**config.mk**
```make
export PLATFORM = sky130hd
export DESIGN_NAME = c2alm_top
export DESIGN_NICKNAME = d
export VERILOG_FILES = /design/src/verilog/c2alm_pkg.sv /design/src/verilog/c2alm_edge.sv /design/src/verilog/c2alm_top.sv
export SDC_FILE = /design/constraint.sdc
export NUM_CORES = 1
export LEC_CHECK = 0
export BUFFER_PORTS_ARGS = -buffer_cell sky130_fd_sc_hd__buf_4
export CORE_MARGIN = 2
export CORE_UTILIZATION = 59
export DETAILED_ROUTE_END_ITERATION = 16
export PLACE_DENSITY = 0.82
export REMOVE_ABC_BUFFERS = 1
export SYNTH_ARGS = -nofsm -noshare
export SYNTH_HDL_FRONTEND = slang
export SYNTH_SLANG_ARGS = --single-unit
```
**constraint.sdc**
```tcl
create_clock -name clk_i -period 6.1 [get_ports clk_i]
set_clock_uncertainty 0.1 [all_clocks]
set_input_delay 0.61 -clock clk_i [delete_from_list [all_inputs] [get_ports clk_i]]
set_output_delay 0.61 -clock clk_i [all_outputs]
set_load 0.01 [all_outputs]
```
**src/verilog/c2alm_pkg.sv**
```systemverilog
// Package: constants, register map and carrier types for the channel-2 pin role block
package c2alm_pkg;

  // Register indices on the plain register port
  localparam logic [3:0] ADDR_CTRL = 4'h0;
  localparam logic [3:0] ADDR_STATUS = 4'h1;
  localparam logic [3:0] ADDR_MASK = 4'h2;
  localparam logic [3:0] ADDR_LCV_CNT = 4'h3;
  localparam logic [3:0] ADDR_EXZ_CNT = 4'h4;
  localparam logic [3:0] ADDR_ROLE = 4'h5;

  // Control register fields
  localparam int CTRL_BUS_EN_BIT = 0;
  localparam int CTRL_MODE_LSB = 1;
  localparam int CTRL_FALL_EDGE_BIT = 3;
  localparam int CTRL_LCV_IS_EXZ_BIT = 4;
  localparam logic [7:0] CTRL_RESET = 8'h00;

  // Status and mask bits
  localparam int ST_AIS_BIT = 0;
  localparam int ST_LCV_BIT = 1;
  localparam int ST_EXZ_BIT = 2;
  localparam int ST_NEG_BIT = 3;
  localparam logic [3:0] STATUS_RESET = 4'h0;
  localparam logic [3:0] MASK_RESET = 4'h0;
  localparam logic [15:0] CNT_RESET = 16'h0000;

  // Channel operating modes
  localparam logic [1:0] MODE_STS1 = 2'h0;
  localparam logic [1:0] MODE_SINGLE = 2'h1;
  localparam logic [1:0] MODE_DUAL = 2'h2;

  // Role of the pin, one-hot
  typedef enum logic [3:0] {
    ROLE_IDLE = 4'h1,
    ROLE_ALARM = 4'h2,
    ROLE_LCV = 4'h4,
    ROLE_NEG = 4'h8
  } c2alm_role_t;

  // Sampled line symbol, both rails
  typedef struct packed {
    logic valid;
    logic pos;
    logic neg;
  } c2alm_sym_t;

  // Register port request
  typedef struct packed {
    logic [3:0] addr;
    logic [15:0] wdata;
    logic wr;
    logic rd;
  } c2alm_req_t;

endpackage

```
**src/verilog/c2alm_edge.sv**
```systemverilog
// Two-flop synchroniser and edge finder for a slow clock or data pin
`timescale 1ns/10ps
module c2alm_edge (
  // Clock and reset
  input wire logic clk_i,
  input wire logic reset_i,
  // Pin in
  input wire logic pin_i,
  // Synchronised level and edges
  output logic level_o,
  output logic rise_o,
  output logic fall_o
);

  logic meta_r;
  logic sync_r;
  logic prev_r;

  // Stages keep following the pin through reset, so no false edge follows release
  always_ff @(posedge clk_i) begin
    meta_r <= pin_i;
    sync_r <= meta_r;
    prev_r <= sync_r;
  end

  // Edges from the stable stages, blanked while reset settles the pipeline
  assign level_o = sync_r;
  assign rise_o = sync_r & ~prev_r & ~reset_i;
  assign fall_o = ~sync_r & prev_r & ~reset_i;

endmodule

```
**src/verilog/c2alm_top.sv**
```systemverilog
// Channel-2 multiplexed input pin: role select, alarm, violation and negative rail
//
// The implementer's own choices: strobed register access and the register offsets.
`timescale 1ns/10ps
// Summary of operation
// - The pin is the add-bus alarm when the telecom bus is enabled, else a mode-set line input.
// - Each add-clock fall that samples the alarm high declares the path alarm defect for the channel.
// - With the bus disabled, the role follows STS-1, single-rail or dual-rail mode.
// - In single-rail mode the pin is the line-code-violation flag from the line interface.
// - The violation input is sampled on the software-chosen edge of the receive line clock.
// - Each sampled violation bumps the violation or excessive-zeros counter.
module c2alm_top (
  // Clock and reset
  input wire logic clk_i,
  input wire logic reset_i,
  // Add bus side
  input wire logic add_bus_clock_ch2_i,
  input wire logic add_bus_alarm_in_ch2_i,
  input wire logic [7:0] add_bus_data_ch2_i,
  // Line side
  input wire logic rx_line_clock_ch2_i,
  input wire logic rx_line_pos_rail_ch2_i,
  // Register port
  input wire logic [3:0] reg_addr_i,
  input wire logic [15:0] reg_wdata_i,
  input wire logic reg_wr_i,
  input wire logic reg_rd_i,
  output logic [15:0] reg_rdata_o,
  // Decoded outputs
  output logic path_alarm_defect_o,
  output logic [7:0] add_bus_data_o,
  output logic [1:0] rx_symbol_o,
  output logic rx_symbol_valid_o,
  output logic irq_o
);

  c2alm_pkg::c2alm_req_t req;
  c2alm_pkg::c2alm_role_t role_r;
  c2alm_pkg::c2alm_role_t role_nxt;
  c2alm_pkg::c2alm_sym_t sym_r;
  logic [7:0] ctrl_r;
  logic [3:0] status_r;
  logic [3:0] mask_r;
  logic [15:0] lcv_cnt_r;
  logic [15:0] exz_cnt_r;
  logic [15:0] rdata_r;
  logic defect_r;
  logic [7:0] add_data_r;
  logic irq_r;
  logic [7:0] data_m_r;
  logic [7:0] data_s_r;
  logic pos_m_r;
  logic pos_s_r;
  logic lck_rise;
  logic lck_fall;
  logic ack_fall;
  logic pin_level;
  logic line_edge;
  logic [3:0] events;

  // Saturating counter step
  function automatic logic [15:0] sat_inc(input logic [15:0] v);
    sat_inc = (v == 16'hFFFF) ? v : v + 16'h0001;
  endfunction

  assign req = '{addr: reg_addr_i, wdata: reg_wdata_i, wr: reg_wr_i, rd: reg_rd_i};

  // Clocks and pin all arrive from outside, so each is synchronised
  c2alm_edge u_line_clk (
    .clk_i(clk_i),
    .reset_i(reset_i),
    .pin_i(rx_line_clock_ch2_i),
    .level_o(),
    .rise_o(lck_rise),
    .fall_o(lck_fall)
  );

  c2alm_edge u_add_clk (
    .clk_i(clk_i),
    .reset_i(reset_i),
    .pin_i(add_bus_clock_ch2_i),
    .level_o(),
    .rise_o(),
    .fall_o(ack_fall)
  );

  c2alm_edge u_pin (
    .clk_i(clk_i),
    .reset_i(reset_i),
    .pin_i(add_bus_alarm_in_ch2_i),
    .level_o(pin_level),
    .rise_o(),
    .fall_o()
  );

  // Data and positive rail get their own two stages
  always_ff @(posedge clk_i) begin
    if (reset_i) begin
      data_m_r <= 8'h00;
      data_s_r <= 8'h00;
      pos_m_r <= 1'b0;
      pos_s_r <= 1'b0;
    end else begin
      data_m_r <= add_bus_data_ch2_i;
      data_s_r <= data_m_r;
      pos_m_r <= rx_line_pos_rail_ch2_i;
      pos_s_r <= pos_m_r;
    end
  end

  // Configured edge of the line clock
  assign line_edge = ctrl_r[c2alm_pkg::CTRL_FALL_EDGE_BIT] ? lck_fall : lck_rise;

  // Role decode from bus enable and mode
  always_comb begin
    role_nxt = c2alm_pkg::ROLE_IDLE;
    if (ctrl_r[c2alm_pkg::CTRL_BUS_EN_BIT]) begin
      role_nxt = c2alm_pkg::ROLE_ALARM;
    end else begin
      case (ctrl_r[c2alm_pkg::CTRL_MODE_LSB +: 2])
        c2alm_pkg::MODE_SINGLE: role_nxt = c2alm_pkg::ROLE_LCV;
        c2alm_pkg::MODE_DUAL: role_nxt = c2alm_pkg::ROLE_NEG;
        default: role_nxt = c2alm_pkg::ROLE_IDLE;
      endcase
    end
  end

  always_ff @(posedge clk_i) begin
    if (reset_i) begin
      role_r <= c2alm_pkg::ROLE_IDLE;
    end else begin
      role_r <= role_nxt;
    end
  end

  // Alarm sampled on add-clock falling edge, like the add data bus
  always_ff @(posedge clk_i) begin
    if (reset_i) begin
      defect_r <= 1'b0;
      add_data_r <= 8'h00;
    end else if (role_r == c2alm_pkg::ROLE_ALARM && ack_fall) begin
      defect_r <= pin_level;
      add_data_r <= data_s_r;
    end else if (role_r != c2alm_pkg::ROLE_ALARM) begin
      defect_r <= 1'b0;
    end
  end

  // Dual-rail symbol, both rails on one edge
  always_ff @(posedge clk_i) begin
    if (reset_i) begin
      sym_r <= '0;
    end else begin
      sym_r.valid <= (role_r == c2alm_pkg::ROLE_NEG) && line_edge;
      if ((role_r == c2alm_pkg::ROLE_NEG) && line_edge) begin
        sym_r.pos <= pos_s_r;
        sym_r.neg <= pin_level;
      end
    end
  end

  // Event pulses for status; the defect counts on every add-clock fall that samples the alarm high
  always_comb begin
    events = 4'h0;
    events[c2alm_pkg::ST_AIS_BIT] = (role_r == c2alm_pkg::ROLE_ALARM) && ack_fall && pin_level;
    events[c2alm_pkg::ST_LCV_BIT] = (role_r == c2alm_pkg::ROLE_LCV) && line_edge && pin_level
      && !ctrl_r[c2alm_pkg::CTRL_LCV_IS_EXZ_BIT];
    events[c2alm_pkg::ST_EXZ_BIT] = (role_r == c2alm_pkg::ROLE_LCV) && line_edge && pin_level
      && ctrl_r[c2alm_pkg::CTRL_LCV_IS_EXZ_BIT];
    events[c2alm_pkg::ST_NEG_BIT] = (role_r == c2alm_pkg::ROLE_NEG) && line_edge && pin_level;
  end

  // Performance counters; saturate rather than wrap so software sees overflow
  always_ff @(posedge clk_i) begin
    if (reset_i) begin
      lcv_cnt_r <= c2alm_pkg::CNT_RESET;
      exz_cnt_r <= c2alm_pkg::CNT_RESET;
    end else begin
      if (req.wr && req.addr == c2alm_pkg::ADDR_LCV_CNT) begin
        lcv_cnt_r <= c2alm_pkg::CNT_RESET;
      end else if (events[c2alm_pkg::ST_LCV_BIT]) begin
        lcv_cnt_r <= sat_inc(lcv_cnt_r);
      end
      if (req.wr && req.addr == c2alm_pkg::ADDR_EXZ_CNT) begin
        exz_cnt_r <= c2alm_pkg::CNT_RESET;
      end else if (events[c2alm_pkg::ST_EXZ_BIT]) begin
        exz_cnt_r <= sat_inc(exz_cnt_r);
      end
    end
  end

  // Control and mask writes
  always_ff @(posedge clk_i) begin
    if (reset_i) begin
      ctrl_r <= c2alm_pkg::CTRL_RESET;
      mask_r <= c2alm_pkg::MASK_RESET;
    end else if (req.wr) begin
      if (req.addr == c2alm_pkg::ADDR_CTRL) begin
        ctrl_r <= req.wdata[7:0];
      end
      if (req.addr == c2alm_pkg::ADDR_MASK) begin
        mask_r <= req.wdata[3:0];
      end
    end
  end

  // Sticky status, cleared by read; a new event in the read cycle wins
  always_ff @(posedge clk_i) begin
    if (reset_i) begin
      status_r <= c2alm_pkg::STATUS_RESET;
    end else if (req.rd && req.addr == c2alm_pkg::ADDR_STATUS) begin
      status_r <= events;
    end else begin
      status_r <= status_r | events;
    end
  end

  // Read data, one cycle after the strobe
  always_ff @(posedge clk_i) begin
    if (reset_i) begin
      rdata_r <= 16'h0000;
    end else if (req.rd) begin
      case (req.addr)
        c2alm_pkg::ADDR_CTRL: rdata_r <= {8'h00, ctrl_r};
        c2alm_pkg::ADDR_STATUS: rdata_r <= {12'h000, status_r};
        c2alm_pkg::ADDR_MASK: rdata_r <= {12'h000, mask_r};
        c2alm_pkg::ADDR_LCV_CNT: rdata_r <= lcv_cnt_r;
        c2alm_pkg::ADDR_EXZ_CNT: rdata_r <= exz_cnt_r;
        c2alm_pkg::ADDR_ROLE: rdata_r <= {12'h000, role_r};
        default: rdata_r <= 16'h0000;
      endcase
    end else begin
      rdata_r <= 16'h0000;
    end
  end

  // Level interrupt from registered status and same-cycle events
  always_ff @(posedge clk_i) begin
    if (reset_i) begin
      irq_r <= 1'b0;
    end else begin
      irq_r <= |((status_r | events) & mask_r);
    end
  end

  assign reg_rdata_o = rdata_r;
  assign path_alarm_defect_o = defect_r;
  assign add_bus_data_o = add_data_r;
  assign rx_symbol_o = {sym_r.pos, sym_r.neg};
  assign rx_symbol_valid_o = sym_r.valid;
  assign irq_o = irq_r;

endmodule

```
After elaboration in Yosys (flattened, before gate mapping)
Index checks and enable logic that the tools add are counted.
{"block": "op_classes", "addsub": 2, "n_mul": 0, "div_mod_pow": 0, "order_cmp": 0, "n_eq_ne": 13, "shifts": 0, "muxes": 7, "bitwise_logic": 15, "n_reduce_logical": 23}
{"op": "$pmux W16 S6", "count": 1}
{"op": "$add A16 B1 Y16 const B", "count": 2}
{"op": "$eq A16 B16 Y1 const B", "count": 2}
{"op": "$eq A4 B2 Y1 const B", "count": 3}
{"op": "$eq A4 B3 Y1 const B", "count": 3}
{"op": "$logic_and A1 B1 Y1", "count": 11}
{"op": "$pmux W4 S2", "count": 1}
{"op": "$reduce_and A2 Y1", "count": 4}
{"op": "$reduce_or A2 Y1", "count": 4}
{"op": "$not A1 Y1", "count": 7}
{"op": "$and A1 B1 Y1", "count": 6}
{"op": "$and A4 B4 Y4", "count": 1}
{"op": "$eq A4 B1 Y1 const B", "count": 1}
{"op": "$eq A4 B4 Y1 const B", "count": 1}
{"op": "$logic_not A4 Y1", "count": 1}
{"op": "$mux W4", "count": 1}
{"op": "$ne A4 B2 Y1 const B", "count": 1}
{"op": "$or A4 B4 Y4", "count": 1}
{"op": "$reduce_or A4 Y1", "count": 1}
{"op": "$mux W1", "count": 3}
{"op": "$eq A2 B1 Y1 const B", "count": 1}
{"op": "$eq A2 B2 Y1 const B", "count": 1}
{"op": "$mux W2", "count": 1}
{"op": "$reduce_bool A2 Y1", "count": 1}
{"op": "$logic_not A1 Y1", "count": 1}
{"block": "word_totals", "reg_bits": 107, "latchBits": 0, "mem_bits_rw": 0, "rom_bits": 0, "word_cells": 86, "memories": 0}

Logic depth before layout (Yosys ltp)
{"block": "logic_depth", "depth_word": 10, "ltp_mapped": 7, "depth_no_buf": 6}

Cells and area by module
From an unflattened synthesis, not the netlist that was laid out.
{"block": "hier_totals", "hier_cells": 501, "area_unflattened_um2": 4540.6}
{"module": "c2alm_top", "n_inst": 1, "cells_each": 486, "area_each_um2": 4315.4}
{"module": "c2alm_edge", "n_inst": 3, "cells_each": 5, "area_each_um2": 75.1}

Worst setup path before layout
Ideal clock, no wire load.
{"block": "synth_timing", "path_type": "input-to-reg", "start": "input port reset_i", "end": "register lcv_cnt_r[8]", "setup_time_ns": 0.128, "t_arrival_ns": 2.171, "required_time_ns": 5.872, "path_slack_ns": 3.701, "path_stages": 7, "path_buffers": 2, "cell_sequence": "clkbuf_1 -> or2_2 -> a2111o_1 -> buf_6 -> nor4_2 -> xnor2_1 -> nor2_1"}
{"block": "synth_via", "elab_chain_cells": 7, "elab_cells_between_ends": 9}
{"element": "start, declared", "line_no": "c2alm_top.sv:15", "text": "input wire logic reset_i,"}
{"element": "$not A1 Y1"}
{"element": "$and A1 B1 Y1, on equally long branches", "line_no": "c2alm_edge.sv:28, c2alm_edge.sv:29"}
{"element": "$mux W1", "line_no": "c2alm_top.sv:112", "text": "assign line_edge = ctrl_r[c2alm_pkg::CTRL_FALL_EDGE_BIT] ? lck_fall : lck_rise;"}
{"element": "$logic_and A1 B1 Y1 (2 in a row)", "line_no": "c2alm_top.sv:166", "text": "events[c2alm_pkg::ST_LCV_BIT] = (role_r == c2alm_pkg::ROLE_LCV) && line_edge && pin_level"}
{"element": "$logic_and A1 B1 Y1", "line_no": "c2alm_top.sv:167", "text": "&& !ctrl_r[c2alm_pkg::CTRL_LCV_IS_EXZ_BIT];"}
{"element": "$reduce_and A2 Y1 (no source line)"}
{"element": "end signal, assigned", "line_no": "c2alm_top.sv:176", "text": "lcv_cnt_r <= c2alm_pkg::CNT_RESET;"}
{"element": "end signal, assigned", "line_no": "c2alm_top.sv:180", "text": "lcv_cnt_r <= c2alm_pkg::CNT_RESET;"}
{"element": "end signal, assigned", "line_no": "c2alm_top.sv:182", "text": "lcv_cnt_r <= sat_inc(lcv_cnt_r);"}
{"element": "end, declared", "line_no": "c2alm_top.sv:44", "text": "logic [15:0] lcv_cnt_r;"}
Several ways; a longest one is shown, not always the timed one.
A chain may end at the register's enable or synchronous reset.

Final worst setup path
{"block": "layout_timing", "start": "input port reset_i", "end": "register lcv_cnt_r[14]"}
Same word-level chain as after synthesis.

==> results.yml <==
cts:
  hold_buffers: 0
  cts_setup_buffers: 0
  htreeDepth: 3
  clock_sinks: 107
  cts_buffers: 9
  path_clk_slew_ns: 0.11
  insertion_delay_ns: 0.37
  cts-root-buf: "clkbuf_8"
  cts_resized: 0
  cts_buffer_depth: 2
  cts_tree: "done"
yosys:
  asyncSetResetFlopFracSynth_pct: 0
  ys.flop_type: "dfxtp_1"
  synth_largest_area_cell: "dfxtp_1"
  yosys-top-cells-count: "dfxtp_1, nor2_1, nand2_1"
  synth_edf_count: 0
  syn_area_sq_um: 4310
  synth.avg_cell_area_sq_um: 9.43
  synth_area_leaders: "dfxtp_1, nor2_1, mux2i_1, xnor2_1, nand3_1"
  synth-seq-area-share_pct: 49.7
  ys_seq_elements: 107
  ys_types: 54
  syn_inst: 457
  ys.warnings.count: 0
  netlist.area_leader.share_pct: 49.7
  synth_most_common_cell: "dfxtp_1"
placement:
  gp_congestion: 0.887
  portBuffers: 56
  dp_cells: 595
  dp_hpwl_um: 6390
  placed_cell_area_sq_um: 4810
pwr:
  powerDensity_nw_per_um2: 233
  p_clk_share_pct: 34.7
  p_seq_share_pct: 61.1
  p_int_mw: 0.888
  netSwitchingFraction_pct: 23.8
  power_frac_comb_pct: 4.2
  leakage_nw: 1.87
  ir_drop_mv: 0.139
  power.switching_mw: 0.277
grt:
  use_met3_pct: 4.80
  grt_pass1_wl_um: 14800
  grt-busiest-layer: "met2"
  grt.total_usage_pct: 23.5
  grt_overflow: 0
  grt_max_degree: 56
  grt_pass1_vias: 3338
  use_met2_pct: 39.7
  antenna_found_initial: 0
  grt_use_met1_pct: 30.0
layout:
  design_area_sq_um: 4990
  synthToLayoutAreaGrowth_pct: 15.8
  stdcell_count: 611
  layout.nets: 547
  insertedDiodeCount: 0
  final_layout_size_suffix_gt1_share_pct: 17.4
  fin_util_pct: 69.6
floorplan:
  die_h_um: 89.5
  rows: 31
  start_util_pct: 60.1
  die_w_um: 89.5
  dieArea_sq_um: 8010
  coreArea_sq_um: 7180
  ioPinCount: 65
setup_path:
  cp_max_fo: 55
  regToRegEndpoint: "lcv_cnt_r[14]"
  endpoint_kind: "flop"
  path_class: "in2reg"
  reg2reg_depth: 5
  crit-reg2reg-launch: "ctrl_r[3]"
  rrSetupSlack_ns: 3.59
  worstSetupStartpointType: "primary input"
  required_ns: 6.24
  arrival_ns: 2.70
min_path:
  min_from: "add_bus_clock_ch2_i"
  hold-path-cell-count: 1
  hold_path_class: "in2reg"
  hold_end: "u_add_clk.meta_r"
sta:
  rsz0062_at_grt: "no"
  drv_slew: 0
  timing.slew.headroom_pct: 37.1
  worstMarginPinSlew_ns: 0.941
  setup_viol: 0
  hold_violations: 0
  min_period_ns: 2.56
  fin_crit_sh_pct: 41.9
  fin_tns_setup_ns: 0
  fmax_ghz: 0.391
run:
  drv_cap: 0
route:
  wl_per_cell_um: 14.5
  via_per_inst: 5.78
  drt_pass1_iterations: 5
  drt-total-wl_um: 8840
  vias: 3533
  ant_nets: 0
  drt_iter0_markers: 266
  route.detailed.drc: 0
outcome:
  outcome: "finished clean"
cells in the final DEF, fill, tap and decap left out, types with 5 or more instances in the layout:
cell type | synthesis | routed
nand4_1 | 6 | 6
nand3b_1 | 9 | 9
clkbuf_8 | 0 | 9
a221oi_1 | 5 | 5
nor2_1 | 60 | 60
and3_1 | 6 | 6
nor2b_1 | 20 | 20
mux2i_1 | 18 | 18
inv_1 | 8 | 8
dfxtp_1 | 107 | 107
xnor2_1 | 20 | 20
nand3_1 | 30 | 30
nor4_1 | 8 | 7
nor3_1 | 7 | 7
buf_4 | 0 | 60
a22oi_1 | 9 | 9
nand2_1 | 37 | 37
a21oi_1 | 19 | 19
power by group through the flow:
stage                     clock network (mW)  logic, mW  registers (mW)
after floorplan                            0     0.0201           0.727
after global placement                     0     0.0473           0.728
after detailed placement                   0     0.0483           0.728
after CTS                              0.411     0.0484           0.712
after global routing                   0.439     0.0532           0.714
final                                  0.404     0.0484           0.712
state kept, by name, indices dropped and copies added (netlist names), 8 cells and up:
name	flops
data_m_r	8
exz_cnt_r	16
ctrl_r	8
add_bus_data_o	8
lcv_cnt_r	16
reg_rdata_o	16
data_s_r	8
worst max-delay path, cell delays in order:
cell and delay, ns:
buf_4 0.26, or2_2 0.39, a2111o_1 0.65, nor4_1 0.46, mux2i_1 0.23, nor2_1 0.05
cell families (layout without fill, tap and decap cells):
logic type      count (synthesis)  after routing  share of synthesized area, %
simple gates                  209            209                          25.9
flops                         107            107                          49.7
compound gates                 70             70                          12.3
buf+inv                        29             84                          2.70
xor+xnor                       20             20                          4.06
mux                            18             18                          4.18
fa+ha+maj                       4              4                          1.16
area by class of cell:
| cell class | instances | area, sq um |
|---|---|---|
| Multi-Input combinational cell | 321 | 2070 |
| Clock inverter | 6 | 55.1 |
| Clock buffer | 10 | 128 |
| Tap cell | 99 | 124 |
| Sequential cell | 107 | 2140 |
| Inverter | 8 | 30.0 |
| Timing Repair Buffer | 60 | 450 |
| Fill cell | 568 | 2180 |
per-layer routing:
metal  wire length [um]  part of all wire, %
met5                  0                    0
met4                103                  1.2
met3                470                  5.3
met2               4340                   49
met1               3930                   44
stage by stage:
| stage | power (mW) | setup WS (ns) | hold slack [ns] |
|---|---|---|---|
| 2_1_floorplan | 0.747 | 3.35 | 0.210 |
| 3_3_place_gp | 0.775 | 3.21 | 0.213 |
| 3_5_place_dp | 0.777 | 3.18 | 0.216 |
| 4_1_cts | 1.17 | 3.55 | 0.229 |
| 5_1_grt | 1.21 | 3.39 | 0.225 |
| 6_report | 1.16 | 3.54 | 0.236 |
how the worst max path moves through the flow:
stage	cells after the start	startpoint	slack [ns]	to
floorplan	4	reg_addr_i[1]	3.35	ctrl_r[0]
global placement	6	reset_i	3.21	lcv_cnt_r[14]
detailed placement	6	reset_i	3.18	lcv_cnt_r[14]
CTS	6	reset_i	3.55	lcv_cnt_r[14]
global route	5	u_pin.level_o	3.39	exz_cnt_r[9]
finish	6	reset_i	3.54	lcv_cnt_r[14]
Power figures use the tool's default switching activity.
